$ cat src/tmr_pkg.sv
/*
 * Constants for the 8-bit timer with one compare unit: register byte
 * offsets, field positions, reset values and mode encodings.
 * Assumes a 32-bit AXI4-Lite register bus; registers are one word each.
 */
package tmr_pkg;
	// Register byte offsets
	localparam logic [4:0] OFS_CONTROL = 5'h00;
	localparam logic [4:0] OFS_COUNT = 5'h04;
	localparam logic [4:0] OFS_COMPARE = 5'h08;
	localparam logic [4:0] OFS_IRQ_FLAG = 5'h0C;
	localparam logic [4:0] OFS_IRQ_MASK = 5'h10;
	// Control register fields
	localparam int CS_LSB = 0;
	localparam int WM_LSB = 3;
	localparam int COM_LSB = 5;
	localparam int FORCE_BIT = 7;
	// Flag and mask bit positions
	localparam int OVF_BIT = 0;
	localparam int CMP_BIT = 1;
	// Reset values
	localparam logic [7:0] CONTROL_RST = 8'h00;
	localparam logic [7:0] COUNT_RST = 8'h00;
	localparam logic [7:0] COMPARE_RST = 8'h00;
	localparam logic [1:0] FLAG_RST = 2'h0;
	localparam logic [1:0] MASK_RST = 2'h0;
	// Extreme counter values
	localparam logic [7:0] CNT_MAX = 8'hFF;
	localparam logic [7:0] CNT_BOTTOM = 8'h00;
	// Waveform modes
	localparam logic [1:0] WM_NORMAL = 2'h0;
	localparam logic [1:0] WM_PHASE_PWM = 2'h1;
	localparam logic [1:0] WM_CLEAR_ON_MATCH = 2'h2;
	localparam logic [1:0] WM_FAST_PWM = 2'h3;
	// Compare output modes
	localparam logic [1:0] COM_NONE = 2'h0;
	localparam logic [1:0] COM_TOGGLE = 2'h1;
	localparam logic [1:0] COM_CLEAR = 2'h2;
	localparam logic [1:0] COM_SET = 2'h3;
	// Clock select codes
	localparam logic [2:0] CS_STOP = 3'h0;
	localparam logic [2:0] CS_DIV1 = 3'h1;
	localparam logic [2:0] CS_DIV8 = 3'h2;
	localparam logic [2:0] CS_DIV64 = 3'h3;
	localparam logic [2:0] CS_DIV256 = 3'h4;
	localparam logic [2:0] CS_DIV1024 = 3'h5;
	localparam logic [2:0] CS_EXT_FALL = 3'h6;
	localparam logic [2:0] CS_EXT_RISE = 3'h7;
	// Prescaler taps (low bits of the prescaler counter that must all be one)
	localparam logic [9:0] PRE_MASK8 = 10'h007;
	localparam logic [9:0] PRE_MASK64 = 10'h03F;
	localparam logic [9:0] PRE_MASK256 = 10'h0FF;
	localparam logic [9:0] PRE_MASK1024 = 10'h3FF;
	// Bus responses
	localparam logic [1:0] RESP_OKAY = 2'h0;
	localparam logic [1:0] RESP_SLVERR = 2'h2;
endpackage

$ cat src/tmr_timer8.sv
/*
 * 8-bit timer/counter with one compare unit, four waveform modes,
 * a prescaler, an external event input and an AXI4-Lite register slave.
 * Assumes one clock; the event pin is asynchronous and is synchronised
 * here. The CPU side supplies the global interrupt enable and one
 * service pulse per interrupt.
 */
// Notes on behaviour
// - Counter is 8 bits; max flagged at 0xFF
// - Bottom indication whenever counter equals zero
// - Top is 0xFF or compare, per mode
// - Clock select picks prescaler or event edge
// - Clock select zero stops the counter
// - Each tick clears, increments or decrements
// - Software counter write beats count and clear
// - Mode bits set sequence and overflow point
// - Flags share a register; each has mask
// - Equality match sets compare flag next tick
// - Compare request needs enable, global, flag
// - Compare flag clears on service or write-one
// - Output built from match, modes, extremes
// - Compare double buffered in PWM modes only
// - Buffered compare loads at top (0xFF) only
// - Software reaches buffer when buffering, else active
// - Force strobe acts as match in non-PWM modes, no flag
// - Counter write blocks match next tick
// - Output state kept across mode changes
// - Output mode changes act at once
// - Normal mode counts up, overflow at wrap
// - Clear-on-match mode clears counter at match
// - Fast PWM single slope, set/clear by mode
// - Output mode zero leaves output unchanged
module tmr_timer8 (
	input wire logic clock,
	input wire logic rst,
	input wire logic clk_en,
	input wire logic [4:0] s_axi_awaddr,
	input wire logic s_axi_awvalid,
	output logic s_axi_awready,
	input wire logic [31:0] s_axi_wdata,
	input wire logic [3:0] s_axi_wstrb,
	input wire logic s_axi_wvalid,
	output logic s_axi_wready,
	output logic [1:0] s_axi_bresp,
	output logic s_axi_bvalid,
	input wire logic s_axi_bready,
	input wire logic [4:0] s_axi_araddr,
	input wire logic s_axi_arvalid,
	output logic s_axi_arready,
	output logic [31:0] s_axi_rdata,
	output logic [1:0] s_axi_rresp,
	output logic s_axi_rvalid,
	input wire logic s_axi_rready,
	input wire logic event_clock_pin,
	input wire logic global_irq_enable,
	input wire logic overflow_irq_ack,
	input wire logic compare_irq_ack,
	output logic overflow_irq,
	output logic compare_irq,
	output logic compare_out,
	output logic compare_out_en
);
	// Bus state
	logic aw_held_reg;
	logic [4:0] aw_addr_reg;
	logic w_held_reg;
	logic [7:0] w_data_reg;
	logic w_strb0_reg;
	logic bvalid_reg;
	logic [1:0] bresp_reg;
	logic rvalid_reg;
	logic [1:0] rresp_reg;
	logic [31:0] rdata_reg;
	// Timer state
	logic [7:0] control_reg;
	logic [7:0] count_reg;
	logic [7:0] compare_reg;
	logic [7:0] compare_buf_reg;
	logic [1:0] flag_reg;
	logic [1:0] mask_reg;
	logic [9:0] pre_reg;
	logic ev_meta_reg;
	logic ev_sync_reg;
	logic ev_last_reg;
	logic block_reg;
	logic down_reg;
	logic out_reg;

	wire logic [2:0] clock_select = control_reg[tmr_pkg::CS_LSB +: 3];
	wire logic [1:0] wave_mode = control_reg[tmr_pkg::WM_LSB +: 2];
	wire logic [1:0] compare_out_mode = control_reg[tmr_pkg::COM_LSB +: 2];
	wire logic overflow_flag = flag_reg[tmr_pkg::OVF_BIT];
	wire logic compare_flag = flag_reg[tmr_pkg::CMP_BIT];
	wire logic compare_irq_enable = mask_reg[tmr_pkg::CMP_BIT];

	// Write happens once address and data are both held
	wire logic wr_go = aw_held_reg && w_held_reg && !bvalid_reg && clk_en;
	wire logic wr_en = wr_go && w_strb0_reg;
	wire logic wr_ctrl = wr_en && aw_addr_reg == tmr_pkg::OFS_CONTROL;
	wire logic wr_count = wr_en && aw_addr_reg == tmr_pkg::OFS_COUNT;
	wire logic wr_cmp = wr_en && aw_addr_reg == tmr_pkg::OFS_COMPARE;
	wire logic wr_flag = wr_en && aw_addr_reg == tmr_pkg::OFS_IRQ_FLAG;
	wire logic wr_mask = wr_en && aw_addr_reg == tmr_pkg::OFS_IRQ_MASK;
	wire logic wr_hit = wr_go && (aw_addr_reg == tmr_pkg::OFS_CONTROL
		|| aw_addr_reg == tmr_pkg::OFS_COUNT
		|| aw_addr_reg == tmr_pkg::OFS_COMPARE
		|| aw_addr_reg == tmr_pkg::OFS_IRQ_FLAG
		|| aw_addr_reg == tmr_pkg::OFS_IRQ_MASK);
	wire logic force_strobe = wr_ctrl && w_data_reg[tmr_pkg::FORCE_BIT];

	// Handshake outputs: one outstanding write and read each
	assign s_axi_awready = !aw_held_reg && !bvalid_reg && clk_en;
	assign s_axi_wready = !w_held_reg && !bvalid_reg && clk_en;
	assign s_axi_arready = !rvalid_reg && clk_en;
	assign s_axi_bvalid = bvalid_reg;
	assign s_axi_bresp = bresp_reg;
	assign s_axi_rvalid = rvalid_reg;
	assign s_axi_rresp = rresp_reg;
	assign s_axi_rdata = rdata_reg;

	// Timer clock selection
	wire logic ev_rise = ev_sync_reg && !ev_last_reg;
	wire logic ev_fall = !ev_sync_reg && ev_last_reg;
	logic timer_tick;
	always_comb
	begin
		case (clock_select)
			tmr_pkg::CS_STOP: timer_tick = 1'b0;
			tmr_pkg::CS_DIV1: timer_tick = 1'b1;
			tmr_pkg::CS_DIV8:
				timer_tick = (pre_reg & tmr_pkg::PRE_MASK8) == tmr_pkg::PRE_MASK8;
			tmr_pkg::CS_DIV64:
				timer_tick = (pre_reg & tmr_pkg::PRE_MASK64)
					== tmr_pkg::PRE_MASK64;
			tmr_pkg::CS_DIV256:
				timer_tick = (pre_reg & tmr_pkg::PRE_MASK256)
					== tmr_pkg::PRE_MASK256;
			tmr_pkg::CS_DIV1024: timer_tick = pre_reg == tmr_pkg::PRE_MASK1024;
			tmr_pkg::CS_EXT_FALL: timer_tick = ev_fall;
			tmr_pkg::CS_EXT_RISE: timer_tick = ev_rise;
			default: timer_tick = 1'b0;
		endcase
	end
	wire logic tick = timer_tick && clk_en;

	// Extremes, mode decode and comparator
	wire logic at_max = count_reg == tmr_pkg::CNT_MAX;
	wire logic at_bottom = count_reg == tmr_pkg::CNT_BOTTOM;
	wire logic pwm_mode = wave_mode == tmr_pkg::WM_PHASE_PWM
		|| wave_mode == tmr_pkg::WM_FAST_PWM;
	wire logic is_phase = wave_mode == tmr_pkg::WM_PHASE_PWM;
	// Top is the compare value only in clear-on-match mode
	wire logic at_top = (wave_mode == tmr_pkg::WM_CLEAR_ON_MATCH)
		? count_reg == compare_reg : at_max;
	// Blocking keeps a just-written count equal to compare silent
	wire logic match = count_reg == compare_reg && !block_reg;
	wire logic match_tick = tick && match;

	// Count sequence per mode
	logic [7:0] count_next;
	logic down_next;
	always_comb
	begin
		count_next = count_reg;
		down_next = down_reg;
		if (is_phase)
		begin
			// Turn at the extremes, step the other way in the same tick
			if (at_max)
				down_next = 1'b1;
			else if (at_bottom)
				down_next = 1'b0;
			count_next = down_next ? count_reg - 8'h01
				: count_reg + 8'h01;
		end
		else if (wave_mode == tmr_pkg::WM_CLEAR_ON_MATCH && match)
			count_next = tmr_pkg::CNT_BOTTOM;
		else
			count_next = count_reg + 8'h01;
	end

	// Overflow point: wrap from max, or bottom in phase-correct mode
	wire logic ovf_set = tick && (is_phase ? at_bottom : at_max);

	// Force uses the modes written with it, so one write sets and forces
	wire logic [1:0] force_com = w_data_reg[tmr_pkg::COM_LSB +: 2];
	wire logic [1:0] force_wm = w_data_reg[tmr_pkg::WM_LSB +: 2];
	wire logic force_go = force_strobe && force_wm != tmr_pkg::WM_PHASE_PWM
		&& force_wm != tmr_pkg::WM_FAST_PWM;

	// Waveform generator
	logic out_next;
	always_comb
	begin
		out_next = out_reg;
		if (force_go)
		begin
			case (force_com)
				tmr_pkg::COM_TOGGLE: out_next = !out_reg;
				tmr_pkg::COM_CLEAR: out_next = 1'b0;
				tmr_pkg::COM_SET: out_next = 1'b1;
				default: out_next = out_reg;
			endcase
		end
		else if (compare_out_mode == tmr_pkg::COM_NONE)
			out_next = out_reg;
		else if (!pwm_mode)
		begin
			if (match_tick)
			begin
				case (compare_out_mode)
					tmr_pkg::COM_TOGGLE: out_next = !out_reg;
					tmr_pkg::COM_CLEAR: out_next = 1'b0;
					tmr_pkg::COM_SET: out_next = 1'b1;
					default: out_next = out_reg;
				endcase
			end
		end
		else if (compare_out_mode != tmr_pkg::COM_TOGGLE)
		begin
			// Bottom edge wins over a match at the same tick
			if (!is_phase && tick && at_max)
				out_next = compare_out_mode == tmr_pkg::COM_CLEAR;
			else if (match_tick)
				out_next = is_phase
					? ((compare_out_mode == tmr_pkg::COM_CLEAR) == down_next)
					: compare_out_mode == tmr_pkg::COM_SET;
		end
	end

	// Interrupt requests; global enable comes from the CPU
	assign overflow_irq = overflow_flag && mask_reg[tmr_pkg::OVF_BIT]
		&& global_irq_enable;
	assign compare_irq = compare_flag && compare_irq_enable
		&& global_irq_enable;
	// Output mode acts on the pin override at once
	assign compare_out = out_reg;
	assign compare_out_en = compare_out_mode != tmr_pkg::COM_NONE;

	// Flag next state: hardware set wins over any clear
	logic [1:0] flag_next;
	always_comb
	begin
		flag_next = flag_reg;
		if (wr_flag)
			flag_next = flag_next & ~w_data_reg[1:0];
		if (overflow_irq_ack)
			flag_next[tmr_pkg::OVF_BIT] = 1'b0;
		if (compare_irq_ack)
			flag_next[tmr_pkg::CMP_BIT] = 1'b0;
		if (ovf_set)
			flag_next[tmr_pkg::OVF_BIT] = 1'b1;
		if (match_tick)
			flag_next[tmr_pkg::CMP_BIT] = 1'b1;
	end

	// Read data mux; compare reads follow the same path as writes
	wire logic [7:0] cmp_view = pwm_mode ? compare_buf_reg : compare_reg;
	logic [7:0] rd_byte;
	logic rd_ok;
	always_comb
	begin
		rd_ok = 1'b1;
		case (s_axi_araddr)
			tmr_pkg::OFS_CONTROL:
				rd_byte = control_reg & ~(8'h01 << tmr_pkg::FORCE_BIT);
			tmr_pkg::OFS_COUNT: rd_byte = count_reg;
			tmr_pkg::OFS_COMPARE: rd_byte = cmp_view;
			tmr_pkg::OFS_IRQ_FLAG: rd_byte = {6'h00, flag_reg};
			tmr_pkg::OFS_IRQ_MASK: rd_byte = {6'h00, mask_reg};
			default:
			begin
				rd_byte = 8'h00;
				rd_ok = 1'b0;
			end
		endcase
	end

	// Write channel capture
	always_ff @(posedge clock or posedge rst)
	begin
		if (rst)
		begin
			aw_held_reg <= 1'b0;
			aw_addr_reg <= 5'h00;
			w_held_reg <= 1'b0;
			w_data_reg <= 8'h00;
			w_strb0_reg <= 1'b0;
		end
		else if (clk_en)
		begin
			if (s_axi_awvalid && s_axi_awready)
			begin
				aw_held_reg <= 1'b1;
				aw_addr_reg <= s_axi_awaddr;
			end
			else if (wr_go)
				aw_held_reg <= 1'b0;
			if (s_axi_wvalid && s_axi_wready)
			begin
				w_held_reg <= 1'b1;
				w_data_reg <= s_axi_wdata[7:0];
				w_strb0_reg <= s_axi_wstrb[0];
			end
			else if (wr_go)
				w_held_reg <= 1'b0;
		end
	end

	// Write and read responses
	always_ff @(posedge clock or posedge rst)
	begin
		if (rst)
		begin
			bvalid_reg <= 1'b0;
			bresp_reg <= tmr_pkg::RESP_OKAY;
			rvalid_reg <= 1'b0;
			rresp_reg <= tmr_pkg::RESP_OKAY;
			rdata_reg <= 32'h00000000;
		end
		else if (clk_en)
		begin
			if (wr_go)
			begin
				bvalid_reg <= 1'b1;
				bresp_reg <= wr_hit ? tmr_pkg::RESP_OKAY : tmr_pkg::RESP_SLVERR;
			end
			else if (s_axi_bready)
				bvalid_reg <= 1'b0;
			if (s_axi_arvalid && s_axi_arready)
			begin
				rvalid_reg <= 1'b1;
				rdata_reg <= {24'h000000, rd_byte};
				rresp_reg <= rd_ok ? tmr_pkg::RESP_OKAY : tmr_pkg::RESP_SLVERR;
			end
			else if (s_axi_rready)
				rvalid_reg <= 1'b0;
		end
	end

	// Event pin synchroniser; edge detect compares the second stage with its delayed copy
	always_ff @(posedge clock or posedge rst)
	begin
		if (rst)
		begin
			ev_meta_reg <= 1'b0;
			ev_sync_reg <= 1'b0;
			ev_last_reg <= 1'b0;
			pre_reg <= 10'h000;
		end
		else if (clk_en)
		begin
			ev_meta_reg <= event_clock_pin;
			ev_sync_reg <= ev_meta_reg;
			ev_last_reg <= ev_sync_reg;
			pre_reg <= pre_reg + 10'h001;
		end
	end

	// Control, mask and flags
	always_ff @(posedge clock or posedge rst)
	begin
		if (rst)
		begin
			control_reg <= tmr_pkg::CONTROL_RST;
			mask_reg <= tmr_pkg::MASK_RST;
			flag_reg <= tmr_pkg::FLAG_RST;
		end
		else if (clk_en)
		begin
			if (wr_ctrl)
				control_reg <= w_data_reg & ~(8'h01 << tmr_pkg::FORCE_BIT);
			if (wr_mask)
				mask_reg <= w_data_reg[1:0];
			flag_reg <= flag_next;
		end
	end

	// Counter, direction and match blocking
	always_ff @(posedge clock or posedge rst)
	begin
		if (rst)
		begin
			count_reg <= tmr_pkg::COUNT_RST;
			down_reg <= 1'b0;
			block_reg <= 1'b0;
		end
		else if (clk_en)
		begin
			if (wr_count)
				count_reg <= w_data_reg;
			else if (tick)
				count_reg <= count_next;
			if (tick && !wr_count)
				down_reg <= is_phase ? down_next : 1'b0;
			// Block lasts until the tick after the write
			if (wr_count)
				block_reg <= 1'b1;
			else if (tick)
				block_reg <= 1'b0;
		end
	end

	// Compare register and its buffer
	always_ff @(posedge clock or posedge rst)
	begin
		if (rst)
		begin
			compare_reg <= tmr_pkg::COMPARE_RST;
			compare_buf_reg <= tmr_pkg::COMPARE_RST;
		end
		else if (clk_en)
		begin
			if (wr_cmp)
				compare_buf_reg <= w_data_reg;
			if (wr_cmp && !pwm_mode)
				compare_reg <= w_data_reg;
			else if (pwm_mode && tick && at_top)
				compare_reg <= compare_buf_reg;
		end
	end

	// Output state survives mode changes; only the generator moves it
	always_ff @(posedge clock or posedge rst)
	begin
		if (rst)
			out_reg <= 1'b0;
		else if (clk_en)
			out_reg <= out_next;
	end
endmodule

$ cat config.mk
export PLATFORM = sky130hd
export DESIGN_NAME = tmr_timer8
export DESIGN_NICKNAME = d
export VERILOG_FILES = /design/src/tmr_pkg.sv /design/src/tmr_timer8.sv
export SDC_FILE = /design/constraint.sdc
export NUM_CORES = 1
export LEC_CHECK = 0
export ABC_CLOCK_PERIOD_IN_PS = 3000
export BUFFER_PORTS_ARGS = -buffer_cell sky130_fd_sc_hd__buf_2
export CAP_MARGIN = 20
export CORE_ASPECT_RATIO = 0.9
export CORE_MARGIN = 2
export CORE_UTILIZATION = 54
export DETAILED_ROUTE_END_ITERATION = 12
export PLACE_DENSITY = 0.79
export SYNTH_ARGS = -nofsm -noshare
export SYNTH_HDL_FRONTEND = slang
export SYNTH_SLANG_ARGS = --single-unit
export TNS_END_PERCENT = 5
$ cat constraint.sdc
create_clock -name clock -period 3 [get_ports clock]
set_input_delay 0.45 -clock clock [delete_from_list [all_inputs] [get_ports clock]]
set_output_delay 0.45 -clock clock [all_outputs]
set_load 0.02 [all_outputs]
==> flow_summary.ini <==
[run_status]
status = completed

[global_routing]
grt_pass1_vias = 3107
gr-total-overflow = 0
antenna_found_initial = 0
track_usage_pct = 23.17
grt_max_degree = 31
grt_pass1_wl_mm = 15.71

[floorplan]
io_pins = 103
die_area_um2 = 8878
initial_core_util_pct = 55.01
die_h_um = 89.59
die_x_um = 99.10
num_rows = 31
core-area_um2 = 7990

[layout]
antenna_cells = 0
synthToLayoutAreaGrowth_pct = 11.02
largest_reg_flops = 10
drive_gt1_share_pct = 26.06
fin_util_pct = 61.07
nets = 553

[sta]
clock.fmax_ghz = 0.3861
fin_skew_ns = 0.007788
setup_tns_ns = 0
worst_pin_slew_ns = 0.5307
finalCritPeriodShare_pct = 86.34
drv_slew = 0
hold_violations = 0
setup_violations = 0
rsz0062_at_grt = false
max_slew_margin_pct = 64.49
layout_min_cycle_time_ns = 2.590
holdWs_ns = 0.1186

[logic_synthesis]
synth_top_cell_by_area = dfrtp_1
synth_top_area_share_pct = 44.98
avgSynthCellArea_um2 = 9.967
async_reset_ff_share_pct = 100.0
synthTopCellsByArea = dfrtp_1 (45%), mux2_2 (11%), buf_4 (4.8%), nor2_1 (3.7%), o21ai_0 (2.8%)
netlist_area_um2 = 4395
synth-seq-cells = 79
synth_edf_count = 0
synth_cell_type_count = 57
synthCells = 441
synthFlopType = dfrtp_1
ys_warn_count = 0
synth.yosys.seq_area_share_pct = 44.98

[critical_path]
critPathRequiredTime_ns = 3.29
cp.arrival_ns = 2.88
startpoint_type = register
end_kind = register
path_max_fanout = 10
path_class = register to register

[clock_network]
cts.sinks = 79
cts_setup_buffers = 0
cts_hold_buf = 0
clk_pin_slew_ns = 0.08
cts_buffer_depth = 2
root_buffer = clkbuf_8
h-tree-depth = 3
tritoncts = yes
cts_inserted_buffers = 9
cts.repair.resized = 0
clock_latency_ns = 0.36

[min_path]
hold_class = primary input to asynchronous set/reset pin

[detailed_routing]
drtAntennaViolNets = 0
wl_per_cell_um = 16.93
routed-via-count = 3448
viasPerCell = 5.805
wirelength_mm = 10.06
route.detailed.drc = 0
drtIter0Drc = 224
firstDrtPassIters = 6

[pwr]
p_per_area_nw_per_um2 = 819.7
vdd.ir_drop.worst_mv = 0.4144
p_leak_nw = 2.289
power.total_mw = 4.000

[run]
drv_cap = 0

[placed_design]
hpwl_mm = 7.343
routabilityCongestion = 0.9613
io_buffers = 49
## placed cells by master (no fill, tap or decap), types with 4 or more instances in the layout
cell type and instances:
a211oi_1 4, a21oi_1 20, a221o_1 4, a222oi_1 4, a31oi_1 7, and3_1 6
buf_2 49, buf_4 11, clkbuf_8 10, conb_1 26, dfrtp_1 79, ha_1 5
inv_1 10, mux2_2 44, mux2i_1 11, nand2_1 32, nand2b_1 4, nand3_1 9
nand4_1 7, nor2_1 43, nor3_1 10, o21ai_0 25, xnor2_1 13, xor2_1 4
## cell families after synthesis
logic type | count (synthesis) | synth area share, %
xor gates and xnor gates | 17 | 3.387
buffers and inverters | 58 | 7.401
AOI/OAI and AO/OA | 85 | 12.47
and+or+nand+nor | 141 | 16.48
other | 1 | 0.08532
adders and majority gates | 5 | 1.423
DFF | 79 | 44.98
muxes | 55 | 13.78
## report_power, final
group | internal, mW | switching, mW
clock | 0.491 | 0.397
combinational | 0.608 | 0.585
sequential | 1.42 | 0.497
## metrics by stage
| step | setup slack [ns] | instances | instance area, um2 |
|---|---|---|---|
| 6_report | 0.4098 | 594 | 4880 |
| 3_3_place_gp | 0.4572 | 578 | 4657 |
| 5_1_grt | 0.2738 | 594 | 4880 |
| 4_1_cts | 0.4419 | 594 | 4880 |
| 3_5_place_dp | 0.3979 | 578 | 4657 |
| 2_1_floorplan | 0.5266 | 466 | 4489 |
## worst max-delay path, stage by stage, from the launching register on
cell and delay [ns]:
dfrtp_1 0.52, inv_1 0.16, ha_1 0.14, or3b_2 0.46, o21ai_2 0.23, a21oi_2 0.19, nor3_1 0.26, a21oi_1 0.06
or3_1 0.33, a31oi_1 0.17
## metal layers
metal	share of wire, %	global-route usage, %	vias up
li1	-	-	1623
met1	45	32.05	1661
met2	45	35.63	140
met3	7.8	5.263	24
met4	2.7	9.838	0
met5	0	0	-
## final timing paths
| check | startpoint | end | slack, ns | depth (start not counted) |
|---|---|---|---|---|
| max | count_reg[1] | count_reg[5] | 0.41 | 9 |
| min reg2reg | s_axi_rdata[1] | s_axi_rdata[1] | 0.48 | 2 |
| min | rst | w_strb0_reg | 0.12 | 2 |
| max in group asynchronous | rst | s_axi_rdata[3] | 2.10 | 3 |
| min in group clock | s_axi_wdata[7] | w_data_reg[7] | 0.32 | 2 |
| max reg2reg | count_reg[1] | count_reg[5] | 0.41 | 9 |
## area by class of cell
| cell class | count | area [um2] |
|---|---|---|
| Sequential cell | 79 | 1977 |
| Multi-Input combinational cell | 329 | 2187 |
| Timing Repair Buffer | 60 | 327.8 |
| Clock buffer | 11 | 141.4 |
| Tap cell | 99 | 123.9 |
| Fill cell | 670 | 3110 |
| Clock inverter | 5 | 81.33 |
| Inverter | 11 | 41.29 |
## cells in the mapped netlist (all sizes together) (2+ instances only)
library cell,n
a31oi,7
a21boi,2
and3,6
mux2i,11
nand4,7
xor2,4
a221o,4
a41oi,2
o21a,2
a21oi,21
nand3,9
o21ai,26
o32ai,2
or4,4
o211ai,2
nor3b,2
or3,3
nand2b,4
mux2,44
xnor2,13
clkbuf,17
a211oi,4
inv,11
nand3b,4
and4b,2
dfrtp,79
buf,30
and2,3
ha,5
a21o,3
or2,4
nand2,32
nor3,10
nor2,43
a222oi,4
No activity file was read; power rests on OpenSTA's default activity.
